### config.mk
export PLATFORM = sky130hd
export DESIGN_NAME = phcr_regs
export DESIGN_NICKNAME = d
export VERILOG_FILES = /design/src/phcr_pkg.sv /design/src/phcr_sync.sv /design/src/phcr_regs.sv
export SDC_FILE = /design/constraint.sdc
export NUM_CORES = 1
export LEC_CHECK = 0
export ABC_AREA = 1
export BUFFER_PORTS_ARGS = -buffer_cell sky130_fd_sc_hd__buf_4
export CORE_ASPECT_RATIO = 1.2
export CORE_MARGIN = 3
export CORE_UTILIZATION = 54
export CTS_BUF_LIST = sky130_fd_sc_hd__clkbuf_4 sky130_fd_sc_hd__clkbuf_8
export CTS_CLUSTER_SIZE = 10
export DETAILED_ROUTE_END_ITERATION = 8
export GPL_TIMING_DRIVEN = 0
export PLACE_DENSITY = 0.87
export SYNTH_ARGS = -nofsm -noshare
export SYNTH_HDL_FRONTEND = slang
export SYNTH_SLANG_ARGS = --single-unit
export TNS_END_PERCENT = 5
### constraint.sdc
create_clock -name sys_clk -period 2.5 [get_ports sys_clk]
set_input_delay 0 -clock sys_clk [delete_from_list [all_inputs] [get_ports sys_clk]]
set_output_delay 0 -clock sys_clk [all_outputs]
set_load 0.01 [all_outputs]
### src/phcr_pkg.sv
// Purpose: constants for the pin hold and loop control register bank
// Assumes: byte-wide registers at printed byte offsets, one core clock
// Notes: all registers reset to zero
// Behaviour
// - setting a hold bit from zero to one freezes that pin's current level in input value
// - with hold bit zero, input value follows the live pin level
// - upper page selection register mirrors the lower page selection register
// - first loop quick-acquire bit 0 enables its feature, resets zero
// - second loop quick-acquire bit 0 enables independently, bits 7:1 reserved
// - first loop averaging field bits 3:0, zero bypasses the filter
// - nonzero setting n selects bandwidth 343/(2^n*2*pi) hertz
// - second loop averaging field same encoding, bits 7:4 reserved
// - input value reports pin only in function zero with output enable zero
package phcr_pkg;
  localparam int          PHCR_AW           = 10;
  localparam logic [9:0]  PHCR_INPUT_VALUE  = 10'h276;
  localparam logic [9:0]  PHCR_HOLD_CTRL    = 10'h27c;
  localparam logic [9:0]  PHCR_PAGE_LOWER   = 10'h07f;
  localparam logic [9:0]  PHCR_PAGE_UPPER   = 10'h27f;
  localparam logic [9:0]  PHCR_LOOP0_QA     = 10'h2c2;
  localparam logic [9:0]  PHCR_LOOP1_QA     = 10'h2c5;
  localparam logic [9:0]  PHCR_LOOP0_BW     = 10'h2d4;
  localparam logic [9:0]  PHCR_LOOP1_BW     = 10'h2d5;
  localparam logic [7:0]  PHCR_RESET_VAL    = 8'h00;
  localparam logic [7:0]  PHCR_HOLD_MASK    = 8'h7f;
  localparam logic [7:0]  PHCR_QA_MASK      = 8'h01;
  localparam logic [7:0]  PHCR_BW_MASK      = 8'h0f;
  localparam logic [7:0]  PHCR_FUNC_PLAIN   = 8'h00;
  localparam int          PHCR_PINS         = 7;
endpackage

### src/phcr_sync.sv
// Purpose: two-flop synchroniser for the pin inputs
// Assumes: inputs asynchronous to sys_clk
// Notes: first stage read only by the second
`timescale 1ns/10ps
module phcr_sync #(
  parameter int W = 7
) (
  input  wire logic         sys_clk,  // core clock
  input  wire logic         rst_n,    // async reset, active low
  input  wire logic [W-1:0] d_async,  // raw inputs
  output logic      [W-1:0] d_sync    // synchronised inputs
);
  logic [W-1:0] meta_q;

  always_ff @(posedge sys_clk or negedge rst_n) begin
    if (!rst_n) begin
      meta_q <= '0;
      d_sync <= '0;
    end else begin
      meta_q <= d_async;
      d_sync <= meta_q;
    end
  end
endmodule

### src/phcr_regs.sv
// Purpose: pin input hold, page selection and loop control register bank
// Assumes: plain register port, read data one cycle after read strobe
// Notes: unmapped addresses read zero and ignore writes
//
// Design decision made here: the strobed register port.
`timescale 1ns/10ps
module phcr_regs
  import phcr_pkg::*;
#(
  parameter int PINS = PHCR_PINS
) (
  input  wire logic              sys_clk,          // core clock, 10 MHz
  input  wire logic              rst_n,            // async reset, active low
  input  wire logic [PHCR_AW-1:0] reg_addr,        // register byte address
  input  wire logic [7:0]        reg_wdata,        // write data
  input  wire logic              reg_wr,           // write strobe
  input  wire logic              reg_rd,           // read strobe
  output logic      [7:0]        reg_rdata,        // read data, cycle after strobe
  input  wire logic [PINS-1:0]   pin_level,        // live pin levels
  input  wire logic [PINS-1:0]   pin_out_en,       // per-pin output enable
  input  wire logic [PINS*8-1:0] pin_function_sel, // per-pin function, 8 bits each
  output logic      [PINS-1:0]   pin_input_value,  // reported input values
  output logic      [7:0]        page_select,      // shared page selection
  output logic                   loop0_quick_en,   // first loop quick acquire
  output logic                   loop1_quick_en,   // second loop quick acquire
  output logic      [3:0]        loop0_avg_bw,     // first loop averaging setting
  output logic                   loop0_avg_bypass, // first loop filter bypassed
  output logic      [3:0]        loop1_avg_bw,     // second loop averaging setting
  output logic                   loop1_avg_bypass  // second loop filter bypassed
);
  if (PINS < 1 || PINS > 7) begin : g_chk
    $error("phcr_regs: PINS must be 1..7");
  end

  logic [PINS-1:0] pin_sync;
  logic [PINS-1:0] hold_q;
  logic [PINS-1:0] held_val_q;
  logic [7:0]      page_q;
  logic [7:0]      qa0_q;
  logic [7:0]      qa1_q;
  logic [7:0]      bw0_q;
  logic [7:0]      bw1_q;
  logic [7:0]      rdata_d;
  logic [PINS-1:0] value_d;
  logic            wr_hold;

  phcr_sync #(
    .W(PINS)
  ) u_sync (
    .sys_clk (sys_clk),
    .rst_n   (rst_n),
    .d_async (pin_level),
    .d_sync  (pin_sync)
  );

  assign wr_hold = reg_wr && (reg_addr == PHCR_HOLD_CTRL);

  // hold control, reserved bit 7 never stored
  always_ff @(posedge sys_clk or negedge rst_n) begin
    if (!rst_n) begin
      hold_q <= '0;
    end else if (wr_hold) begin
      hold_q <= reg_wdata[PINS-1:0];
    end
  end

  // per-pin capture and reported value
  for (genvar i = 0; i < PINS; i++) begin : g_pin
    logic is_input;
    assign is_input = (pin_function_sel[i*8 +: 8] == PHCR_FUNC_PLAIN) && !pin_out_en[i];

    always_ff @(posedge sys_clk or negedge rst_n) begin
      if (!rst_n) begin
        held_val_q[i] <= 1'b0;
      end else if (wr_hold && reg_wdata[i] && !hold_q[i]) begin
        held_val_q[i] <= pin_sync[i];
      end
    end

    always_comb begin
      if (!is_input) begin
        value_d[i] = 1'b0;
      end else if (hold_q[i]) begin
        value_d[i] = held_val_q[i];
      end else begin
        value_d[i] = pin_sync[i];
      end
    end
  end

  always_ff @(posedge sys_clk or negedge rst_n) begin
    if (!rst_n) begin
      pin_input_value <= '0;
    end else begin
      pin_input_value <= value_d;
    end
  end

  // one page register seen at both addresses
  always_ff @(posedge sys_clk or negedge rst_n) begin
    if (!rst_n) begin
      page_q <= PHCR_RESET_VAL;
    end else if (reg_wr && (reg_addr == PHCR_PAGE_UPPER || reg_addr == PHCR_PAGE_LOWER)) begin
      page_q <= reg_wdata;
    end
  end

  always_ff @(posedge sys_clk or negedge rst_n) begin
    if (!rst_n) begin
      qa0_q <= PHCR_RESET_VAL;
      qa1_q <= PHCR_RESET_VAL;
    end else begin
      if (reg_wr && reg_addr == PHCR_LOOP0_QA) begin
        qa0_q <= reg_wdata & PHCR_QA_MASK;
      end
      if (reg_wr && reg_addr == PHCR_LOOP1_QA) begin
        qa1_q <= reg_wdata & PHCR_QA_MASK;
      end
    end
  end

  always_ff @(posedge sys_clk or negedge rst_n) begin
    if (!rst_n) begin
      bw0_q <= PHCR_RESET_VAL;
      bw1_q <= PHCR_RESET_VAL;
    end else begin
      if (reg_wr && reg_addr == PHCR_LOOP0_BW) begin
        bw0_q <= reg_wdata & PHCR_BW_MASK;
      end
      if (reg_wr && reg_addr == PHCR_LOOP1_BW) begin
        bw1_q <= reg_wdata & PHCR_BW_MASK;
      end
    end
  end

  // page and loop control outputs; nonzero setting n gives 343/(2^n*2*pi) Hz in the loop filter
  always_ff @(posedge sys_clk or negedge rst_n) begin
    if (!rst_n) begin
      page_select      <= PHCR_RESET_VAL;
      loop0_quick_en   <= 1'b0;
      loop1_quick_en   <= 1'b0;
      loop0_avg_bw     <= 4'h0;
      loop1_avg_bw     <= 4'h0;
      loop0_avg_bypass <= 1'b1;
      loop1_avg_bypass <= 1'b1;
    end else begin
      page_select      <= page_q;
      loop0_quick_en   <= qa0_q[0];
      loop1_quick_en   <= qa1_q[0];
      loop0_avg_bw     <= bw0_q[3:0];
      loop1_avg_bw     <= bw1_q[3:0];
      loop0_avg_bypass <= (bw0_q[3:0] == 4'h0);
      loop1_avg_bypass <= (bw1_q[3:0] == 4'h0);
    end
  end

  always_comb begin
    rdata_d = 8'h00;
    unique case (reg_addr)
      PHCR_INPUT_VALUE: rdata_d[PINS-1:0] = pin_input_value;
      PHCR_HOLD_CTRL:   rdata_d[PINS-1:0] = hold_q;
      PHCR_PAGE_UPPER:  rdata_d = page_q;
      PHCR_PAGE_LOWER:  rdata_d = page_q;
      PHCR_LOOP0_QA:    rdata_d = qa0_q;
      PHCR_LOOP1_QA:    rdata_d = qa1_q;
      PHCR_LOOP0_BW:    rdata_d = bw0_q;
      PHCR_LOOP1_BW:    rdata_d = bw1_q;
      default:          rdata_d = 8'h00;
    endcase
  end

  always_ff @(posedge sys_clk or negedge rst_n) begin
    if (!rst_n) begin
      reg_rdata <= 8'h00;
    end else if (reg_rd) begin
      reg_rdata <= rdata_d;
    end else begin
      reg_rdata <= 8'h00;
    end
  end
endmodule

==> run summary, run 1 <==
status: complete, no violations
kind of critical path: input pin to flip-flop
TritonCTS clock tree: done
Ports: 127
# rows: 30
worst hold stages: 3
number of CTS-inserted buffers: 9
cells on worst reg2reg path: 5
Synth area leader: dfrtp_1
largest stage delay on the critical path: 640 ps
largest buffer count on any clock path: 2
Die X: 76.6 µm
HPWL Detailed: 6010 µm
Wirelength per Cell: 15.2 µm
buffers and inverters on the worst path: 4
GR Overflow Total: 0
Yosys cell types: 26
Remaining DRCs: 0
Die H: 90.7 µm
post-synthesis simple-gate area fraction: 0.243
Synth area leaders: dfrtp_1, nand2_1, nor2_1
# H-tree levels: 3
Port Buffers: 125
Final setup viols: 0
Crit path depth: 6
Synth Area in Adders: 0
PwrDens: 531 mW/mm²
most frequent CP cell: dlygate4sd3_1
largest family of logic cells by synthesized area: simple AND/OR/NAND/NOR gates
Fill cells: 334
r2r setup slk: 870 ps
Mapped Area: 0.00323 mm²
delay-heaviest family, CP: buffers and inverters
Detail Route Antenna Nets: 0
Post-Synth XOR/XNOR Area: 0
final core occ: 0.846
worst path required time: 2780 ps
cell area after placement: 0.00427 mm²
Clk Latency, worst-skew pair: 340 ps
clk_skew: 6.03 ps
Placed Instances: 544
Hold Fails Final Rpt: 0
RSZ-0062 raised after global routing: false
initial antenna violation count: 0
setup bufs post-CTS: 0
CP max FO: 1
Mean Syn Cell Area: 9.53 µm²
number of clock sinks: 81
worst hold path class: input pin to flip-flop
setup TNS: 0 ps
Syn Inst Count: 339
DRT iter0 DRCs: 161
Final period util: 0.859
top cell type's share of synthesized area: 0.612
root buf cell: clkbuf_8
Core Area: 0.00574 mm²
die area: 0.00695 mm²
post-synthesis mux area share: 0
initial core utilization: 0.563
CP Launch Type: input pin
NumNets Final: 605
Yosys warnings: 0
CP Capture Type: flip-flop
post-synthesis register bit count: 81
Layout area overhead: 50.4%
Pre-antenna DRT Iters: 5
Arr. time, crit path: 2430 ps
post-synthesis compound-gate area fraction: 0.0782
worst-margin pin slew: 946 ps
P_leak: 0.00254 µW
Placer Congestion: 0.890
final instance area: 0.00486 mm²
Slew Limit Fails: 0
ant diodes: 0
WL final: 9080 µm
worst rel slew slack: 0.369
via count: 3068
area taken by multi-input logic gates: 0.00104 mm²
Non-Filler Instances: 598
Seq/Total Area, Yosys: 0.628
vias in the first global route: 3223
Vias/cell: 5.13
Critical Path, Cell by Cell: dlygate4sd3_1 -> buf_4 -> nor4_1 -> dlygate4sd3_1 -> o2111a_1 -> dlygate4sd3_1
global-route wire length before repair: 15000 µm
share of cells above drive strength 1: 0.303
largest net degree at the start of global routing: 82
peak supply drop: 0.387 mV
Post-Syn Nets: 431
Reg area: 0.00203 mm²
total track usage: 0.276
slowest CP cell: dlygate4sd3_1
Reg clk slew, reported paths: 80 ps
fmax: 0.466 GHz
min Tclk post-route: 2150 ps
Max Cap Viol: 0
==> final timing paths <==
check / start / to
max in group asynchronous: rst_n / pin_input_value[0]$_DFF_PN0_
setup / recovery: pin_function_sel[34] / pin_input_value[4]$_DFF_PN0_
min in group asynchronous: rst_n / page_select[6]$_DFF_PN0_
setup reg to reg: hold_q[6]$_DFFE_PN0N_ / pin_input_value[6]$_DFF_PN0_
hold reg to reg: u_sync.meta_q[0]$_DFF_PN0_ / u_sync.d_sync[0]$_DFF_PN0_
hold / removal: reg_wdata[0] / qa0_q[0]$_DFFE_PN0P_
==> power breakdown <==
part,internal [µW],switching (µW)
logic,142,103
registers,1340,16.1
clock network,528,453
total,2010,572
==> what timing repair did <==
action                                 CTS  global route
hold buffers                            38             0
gates resized for setup                  0             0
endpoints found under the hold margin  106             0
==> registers in the layout, summed over array words and instances (netlist names), 4 cells and up <==
name and flops:
hold_q 7, loop0_avg_bw 4, bw0_q 4, bw1_q 4
pin_input_value 7, loop1_avg_bw 4, u_sync.meta_q 7, page_q 8
reg_rdata 8, page_select 8, u_sync.d_sync 7, held_val_q 7
==> routing by layer <==
layer	up-vias	global-route usage	routed length, µm
met1	1441	0.313	3310
li1	1461	-	-
met5	-	0	0
met2	136	0.499	4950
met4	0	0.147	346
met3	30	0.0389	475
==> through the flow <==
| stage | hold slack, ps | setup slack, ps | power (µW) |
|---|---|---|---|
| global route | 76.7 | 322 | 2670 |
| finish | 45.5 | 354 | 2580 |
| floorplan | -296 | 1590 | 1420 |
| CTS | 35.8 | 615 | 2580 |
| global placement | 109 | 1290 | 1580 |
| detailed placement | 111 | 1260 | 1590 |
==> final cells by class <==
type / instances / share of cell area
Tap cell: 80 / 0.0206
Inverter: 39 / 0.0304
Timing Repair Buffer: 163 / 0.271
Clock buffer: 12 / 0.0327
Clock inverter: 4 / 0.0106
Buffer: 2 / 0.00335
Multi-Input combinational cell: 217 / 0.213
Sequential cell: 81 / 0.418
==> synthesized netlist by cell type (all sizes together) <==
| cell type | instances |
|---|---|
| a21oi | 2 |
| a31oi | 1 |
| buf | 2 |
| clkinv | 1 |
| dfrtp | 79 |
| dfstp | 2 |
| inv | 38 |
| nand2 | 81 |
| nand3 | 19 |
| nand4 | 3 |
| nor2 | 51 |
| nor3 | 15 |
| nor4 | 9 |
| o2111a | 7 |
| o21ai | 21 |
| o21bai | 7 |
| or2 | 1 |
==> kinds of logic after synthesis <==
| family | count (synthesis) |
|---|---|
| AO/OA/AOI/OAI | 38 |
| flip-flops | 81 |
| buffers and inverters | 41 |
| AND/OR/NAND/NOR | 179 |
==> tightest hold or removal path, delay by kind of cell <==
kind            cells  cell delay [ps]
buf+inv             2              180
compound gates      1              160
==> placed cells by master, fill, tap and decap left out, drive strengths merged <==
master	netlist	routed
clkbuf	0	12
o21bai	7	7
a31oi	1	1
inv	38	38
nor4	9	9
nand2	81	81
a21oi	2	2
buf	2	127
dfstp	2	2
clkinv	1	3
nand3	19	19
nor2	51	51
dfrtp	79	79
clkinvlp	0	1
dlygate4sd3	0	38
o21ai	21	21
or2	1	1
nor3	15	15
nand4	3	3
bufinv	0	1
o2111a	7	7
Power figures use the tool's default switching activity.
==> run 2, diff against run 1 <==
SYNTH_HIERARCHICAL = 1   (was not set)
clock period = 2.67 ns   (was 2.5 ns; I/O delays follow)
==> run summary, run 2 <==
status: complete, no violations
CP Launch Type: input pin
top-count cell post-synth: dfrtp_1
Final period util: 0.737
fmax: 0.509 GHz
Ports: 127
Hold Fails Final Rpt: 0
Post-synth ARST share: 1.00
P_leak: 0.00261 µW
Yosys cell types: 25
PwrDens: 523 mW/mm²
Die X: 77.7 µm
sequential power share: 0.484
count of flip-flops with a built-in enable after synthesis: 0
Placer Congestion: 0.860
min Tclk post-route: 1970 ps
worst rel slew slack: 0.372
slowest CP cell: dlygate4sd3_1
Detail Route Antenna Nets: 0
DRT iter0 DRCs: 309
Synth top cells by count: dfrtp_1, nand2_1, inv_1, nor2_1
Pre-antenna DRT Iters: 5
Placed Instances: 543
WL final: 10200 µm
worst hold path class: input pin to flip-flop
global-route wire length before repair: 16500 µm
NetSw: 603 µW
largest stage delay on the critical path: 630 ps
Wirelength per Cell: 17.1 µm
largest net degree at the start of global routing: 82
Core Area: 0.00582 mm²
root buf cell: clkbuf_8
Reg clk slew, reported paths: 100 ps
Int Power: 2020 µW
Mean Syn Cell Area: 9.88 µm²
peak supply drop: 0.503 mV
Tot Pwr: 2620 µW
Synth area leader: dfrtp_1
Post-Syn Nets: 429
cell area after placement: 0.00438 mm²
number of CTS-inserted buffers: 9
CP Capture Type: flip-flop
Largest regs: page_q: 8 flops, page_select: 8 flops, reg_rdata: 8 flops
Slew Limit Fails: 0
CP max FO: 1
setup TNS: 0 ps
Die H: 92.0 µm
Critical Path, Cell by Cell: dlygate4sd3_1 -> buf_4 -> nor4_1 -> dlygate4sd3_1 -> o2111a_1 -> dlygate4sd3_1
final hold slack: 44.1 ps
Yosys warnings: 6
# H-tree levels: 3
die area: 0.00715 mm²
vias in the first global route: 3394
most frequent CP cell: dlygate4sd3_1
top cell type's share of synthesized area: 0.594
hold path endpoint: bw0_q[2]$_DFFE_PN0P_
Syn Inst Count: 337
Clk Latency, worst-skew pair: 360 ps
Non-Filler Instances: 598
Synth area leaders: dfrtp_1, nand2_1, inv_1
largest buffer count on any clock path: 2
worst-margin pin slew: 942 ps
Max Cap Viol: 0
initial core utilization: 0.572
Mapped Area: 0.00333 mm²
via count: 3184
cells on worst reg2reg path: 5
Comb power frac: 0.093
clk_skew: 12.4 ps
Layout area overhead: 50.6%
Primary FF master, synth: dfrtp_1
reg2reg end: pin_input_value[6]$_DFF_PN0_
commonest non-fill, non-tap cells in the layout: buf_4, dfrtp_1, nand2_1, inv_1, dlygate4sd3_1
worst hold stages: 3
Port Buffers: 126
RSZ-0062 raised after global routing: false
kind of critical path: input pin to flip-flop
Vias/cell: 5.32
NumNets Final: 605
GR Overflow Total: 0
Fill cells: 287
worst r2r src: hold_q[6]$_DFFE_PN0N_
Final setup viols: 0
HP Start: reg_wr
# rows: 30
Switching Fraction: 0.230
Clock Power Share: 0.423
Remaining DRCs: 0
initial antenna violation count: 0
TritonCTS clock tree: done
HPWL Detailed: 6060 µm
share of cells above drive strength 1: 0.355
final instance area: 0.00501 mm²
number of clock sinks: 81
most common cell after layout, fill and taps aside: buf_4
Seq/Total Area, Yosys: 0.609
r2r setup slk: 990 ps
setup bufs post-CTS: 0
Arr. time, crit path: 2270 ps
ant diodes: 0
total track usage: 0.301
worst path required time: 2970 ps
post-synthesis register bit count: 81
==> run 2: how the worst max path moves through the flow <==
| stage | from | end | slack [ps] | cells past startpoint |
|---|---|---|---|---|
| 2_1_floorplan | reg_addr[7] | page_q[5]$_DFFE_PN0P_ | 1780 | 9 |
| 3_3_place_gp | reg_addr[8] | reg_rdata[6]$_DFF_PN0_ | 1450 | 10 |
| 3_5_place_dp | reg_addr[8] | reg_rdata[6]$_DFF_PN0_ | 1410 | 10 |
| 4_1_cts | pin_function_sel[52] | pin_input_value[6]$_DFF_PN0_ | 860 | 6 |
| 5_1_grt | pin_function_sel[12] | pin_input_value[1]$_DFF_PN0_ | 640 | 6 |
| 6_report | pin_function_sel[12] | pin_input_value[1]$_DFF_PN0_ | 700 | 6 |
==> run 2: area by class of cell <==
type / instances / area [µm²] / area share
buffer: 2 / 22.5 / 0.00449
clock buffer: 9 / 124 / 0.0247
clock inverter: 7 / 124 / 0.0247
inverter: 46 / 179 / 0.0357
multi-input combinational: 208 / 1100 / 0.219
sequential: 81 / 2030 / 0.405
tap: 80 / 100 / 0.0200
timing repair buffer: 165 / 1340 / 0.266
==> run 2: metal layers <==
metal,GRT usage,share of wire
met4,0.148,0.037
met5,0,0
met3,0.0658,0.064
met2,0.556,0.56
met1,0.317,0.34
==> run 2: worst max-delay path, delay by kind of cell <==
kind | cells | cell delay, ps
buffers and inverters | 4 | 1840
AND/OR/NAND/NOR | 1 | 260
AO/OA/AOI/OAI | 1 | 170
==> run 2: kinds of logic after synthesis <==
kind of cell | after synthesis | share of synthesized area
AND/OR/NAND/NOR | 164 | 0.235
flip-flops | 81 | 0.609
AO/OA/AOI/OAI | 44 | 0.0954
buffers and inverters | 48 | 0.0605
==> run 2: metrics by stage <==
| step | setup slack (ps) | util |
|---|---|---|
| 2_1_floorplan | 1780 | - |
| 3_3_place_gp | 1450 | 0.752 |
| 3_5_place_dp | 1410 | 0.752 |
| 4_1_cts | 863 | 0.862 |
| 5_1_grt | 639 | 0.862 |
| 6_report | 703 | 0.862 |
==> run 2: power groups by stage <==
stage,clock (µW),sequential [µW],combinational (µW)
floorplan,0,1290,45.3
global placement,0,1290,197
detailed placement,0,1290,203
CTS,1100,1270,236
global route,1160,1270,265
finish,1110,1270,244
==> run 2: repair_timing <==
action,CTS,global route
endpoints found under the hold margin,108,0
gates resized for setup,0,0
hold buffers,39,0
==> run 3, diff against run 2 <==
CORE_UTILIZATION = 50   (was 54)
PLACE_DENSITY = 0.81   (was 0.87)
clock period = 1.85 ns   (was 2.67 ns; I/O delays follow)
==> run summary, run 3 (synthesis gave the netlist of run 2 again) <==
clk_skew: 6.74 ps
largest stage delay on the critical path: 590 ps
TritonCTS clock tree: done
CP max FO: 1
initial antenna violation count: 0
Final setup viols: 0
# H-tree levels: 3
Detail Route Antenna Nets: 0
Core Area: 0.00624 mm²
initial core utilization: 0.533
Max Cap Viol: 0
commonest non-fill, non-tap cells in the layout: buf_4, dfrtp_1, nand2_1, inv_1, nor2_1
GR Overflow Total: 0
DR WL met2: 4770 µm
largest net degree at the start of global routing: 82
min Tclk post-route: 1830 ps
Largest regs: page_q: 8 flops, page_select: 8 flops, reg_rdata: 8 flops
final instance area: 0.00502 mm²
vias in the first global route: 3036
most common cell after layout, fill and taps aside: buf_4
global-route wire length before repair: 14100 µm
Placer Congestion: 0.875
Die X: 80.5 µm
Switching Fraction: 0.219
number of CTS-inserted buffers: 9
Slew Limit Fails: 0
worst-margin pin slew: 978 ps
root buf cell: clkbuf_8
DRT iter0 DRCs: 169
Met3 Wirelength: 493 µm
Layout area overhead: 50.6%
worst rel slew slack: 0.348
Comb power frac: 0.096
Remaining DRCs: 0
PwrDens: 719 mW/mm²
largest buffer count on any clock path: 2
Ports: 127
Post-Route M1 WL: 3310 µm
status: complete, no violations
Reg clk slew, reported paths: 80 ps
Wirelength per Cell: 14.7 µm
Critical Path, Cell by Cell: dlygate4sd3_1 -> buf_4 -> nor4_2 -> dlygate4sd3_1 -> o2111a_1 -> dlygate4sd3_1
# rows: 31
Vias/cell: 5.04
total track usage: 0.244
Tot Pwr: 3610 µW
worst hold path class: input pin to flip-flop
Pre-antenna DRT Iters: 4
NetSw: 788 µW
number of clock sinks: 81
Arr. time, crit path: 2130 ps
Hold Fails Final Rpt: 0
most frequent CP cell: dlygate4sd3_1
slowest CP cell: dlygate4sd3_1
uppermost layer routed: met4
kind of critical path: input pin to flip-flop
buffers and inverters on the worst path: 4
fmax: 0.546 GHz
Port Buffers: 126
sequential power share: 0.508
Die H: 95.4 µm
via count: 3018
delay-heaviest family, CP: buffers and inverters
die area: 0.00768 mm²
HPWL Detailed: 5960 µm
CP Launch Type: input pin
Int Power: 2820 µW
Final period util: 0.991
CP Capture Type: flip-flop
Clock Power Share: 0.396
WL final: 8810 µm
cell area after placement: 0.00438 mm²
ant diodes: 0
Clk Latency, worst-skew pair: 350 ps
worst path required time: 2150 ps
peak supply drop: 0.507 mV
NumNets Final: 604
setup TNS: 0 ps
final hold slack: 54.0 ps
P_leak: 0.00264 µW
share of cells above drive strength 1: 0.364
==> run 3: changes by cell type in the layout (fill, tap and decap cells not counted) <==
cell | before | now
nor4_1 | 9 | 5
dlymetal6s4s_1 | 0 | 3
clkbuf_8 | 9 | 10
clkinv_4 | 1 | 2
clkinv_2 | 1 | 3
nor4_2 | 0 | 4
bufinv_16 | 3 | 2
dlygate4sd3_1 | 39 | 35
clkinvlp_4 | 1 | 0
clkbuf_4 | 0 | 1
inv_6 | 3 | 0
==> run 3: through the flow <==
| step | util | worst slack (ps) | std cells |
|---|---|---|---|
| finish | 0.803 | 17.1 | 599 |
| global route | 0.803 | -62.9 | 599 |
| CTS | 0.800 | 48.3 | 600 |
| detailed placement | 0.701 | 541 | 545 |
| global placement | 0.701 | 588 | 545 |
| floorplan | - | 962 | 337 |
==> run 3: worst min-delay path, cell delays in order <==
cell	delay, ps
buf_4	150
nand2_2	140
o21ai_1	70
==> run 3: final cells by class <==
type,instances,area [µm²]
sequential,81,2030
fill,367,1230
inverter,46,179
clock inverter,5,78.8
buffer,2,22.5
clock buffer,11,145
tap,82,103
timing repair buffer,164,1330
multi-input combinational,208,1120
==> run 3: power by group through the flow <==
stage               Sequential (µW)  Combinational (µW)  Clock (µW)
finish                         1830                 346        1430
global route                   1830                 380        1530
CTS                            1830                 341        1450
detailed placement             1860                 293           0
global placement               1860                 285           0
floorplan                      1860                65.4           0
==> run 3: worst paths after layout <==
path / cells past startpoint / start / slack [ps] / endpoint
max: 6 / pin_function_sel[52] / 20 / pin_input_value[6]$_DFF_PN0_
min: 3 / reg_wr / 50 / bw0_q[2]$_DFFE_PN0P_
max reg2reg: 5 / hold_q[5]$_DFFE_PN0N_ / 180 / pin_input_value[5]$_DFF_PN0_
min reg2reg: 0 / u_sync/meta_q[4]$_DFF_PN0_ / 360 / u_sync/d_sync[4]$_DFF_PN0_
max in group asynchronous: 2 / rst_n / 870 / loop1_avg_bw[3]$_DFF_PN0_
min in group asynchronous: 2 / rst_n / 330 / u_sync/d_sync[1]$_DFF_PN0_
==> run 3: repair_timing <==
item	CTS	global route
hold buffers	39	0
buffers inserted	0	0
setup endpoints to repair	0	6
hold endpoints to repair	106	0
resized for setup	0	7
==> run 3: layer usage <==
layer	global-route usage	up-vias
met3	0.0558	26
met2	0.431	100
met4	0.123	0
met5	0	-
li1	-	1452
met1	0.273	1440
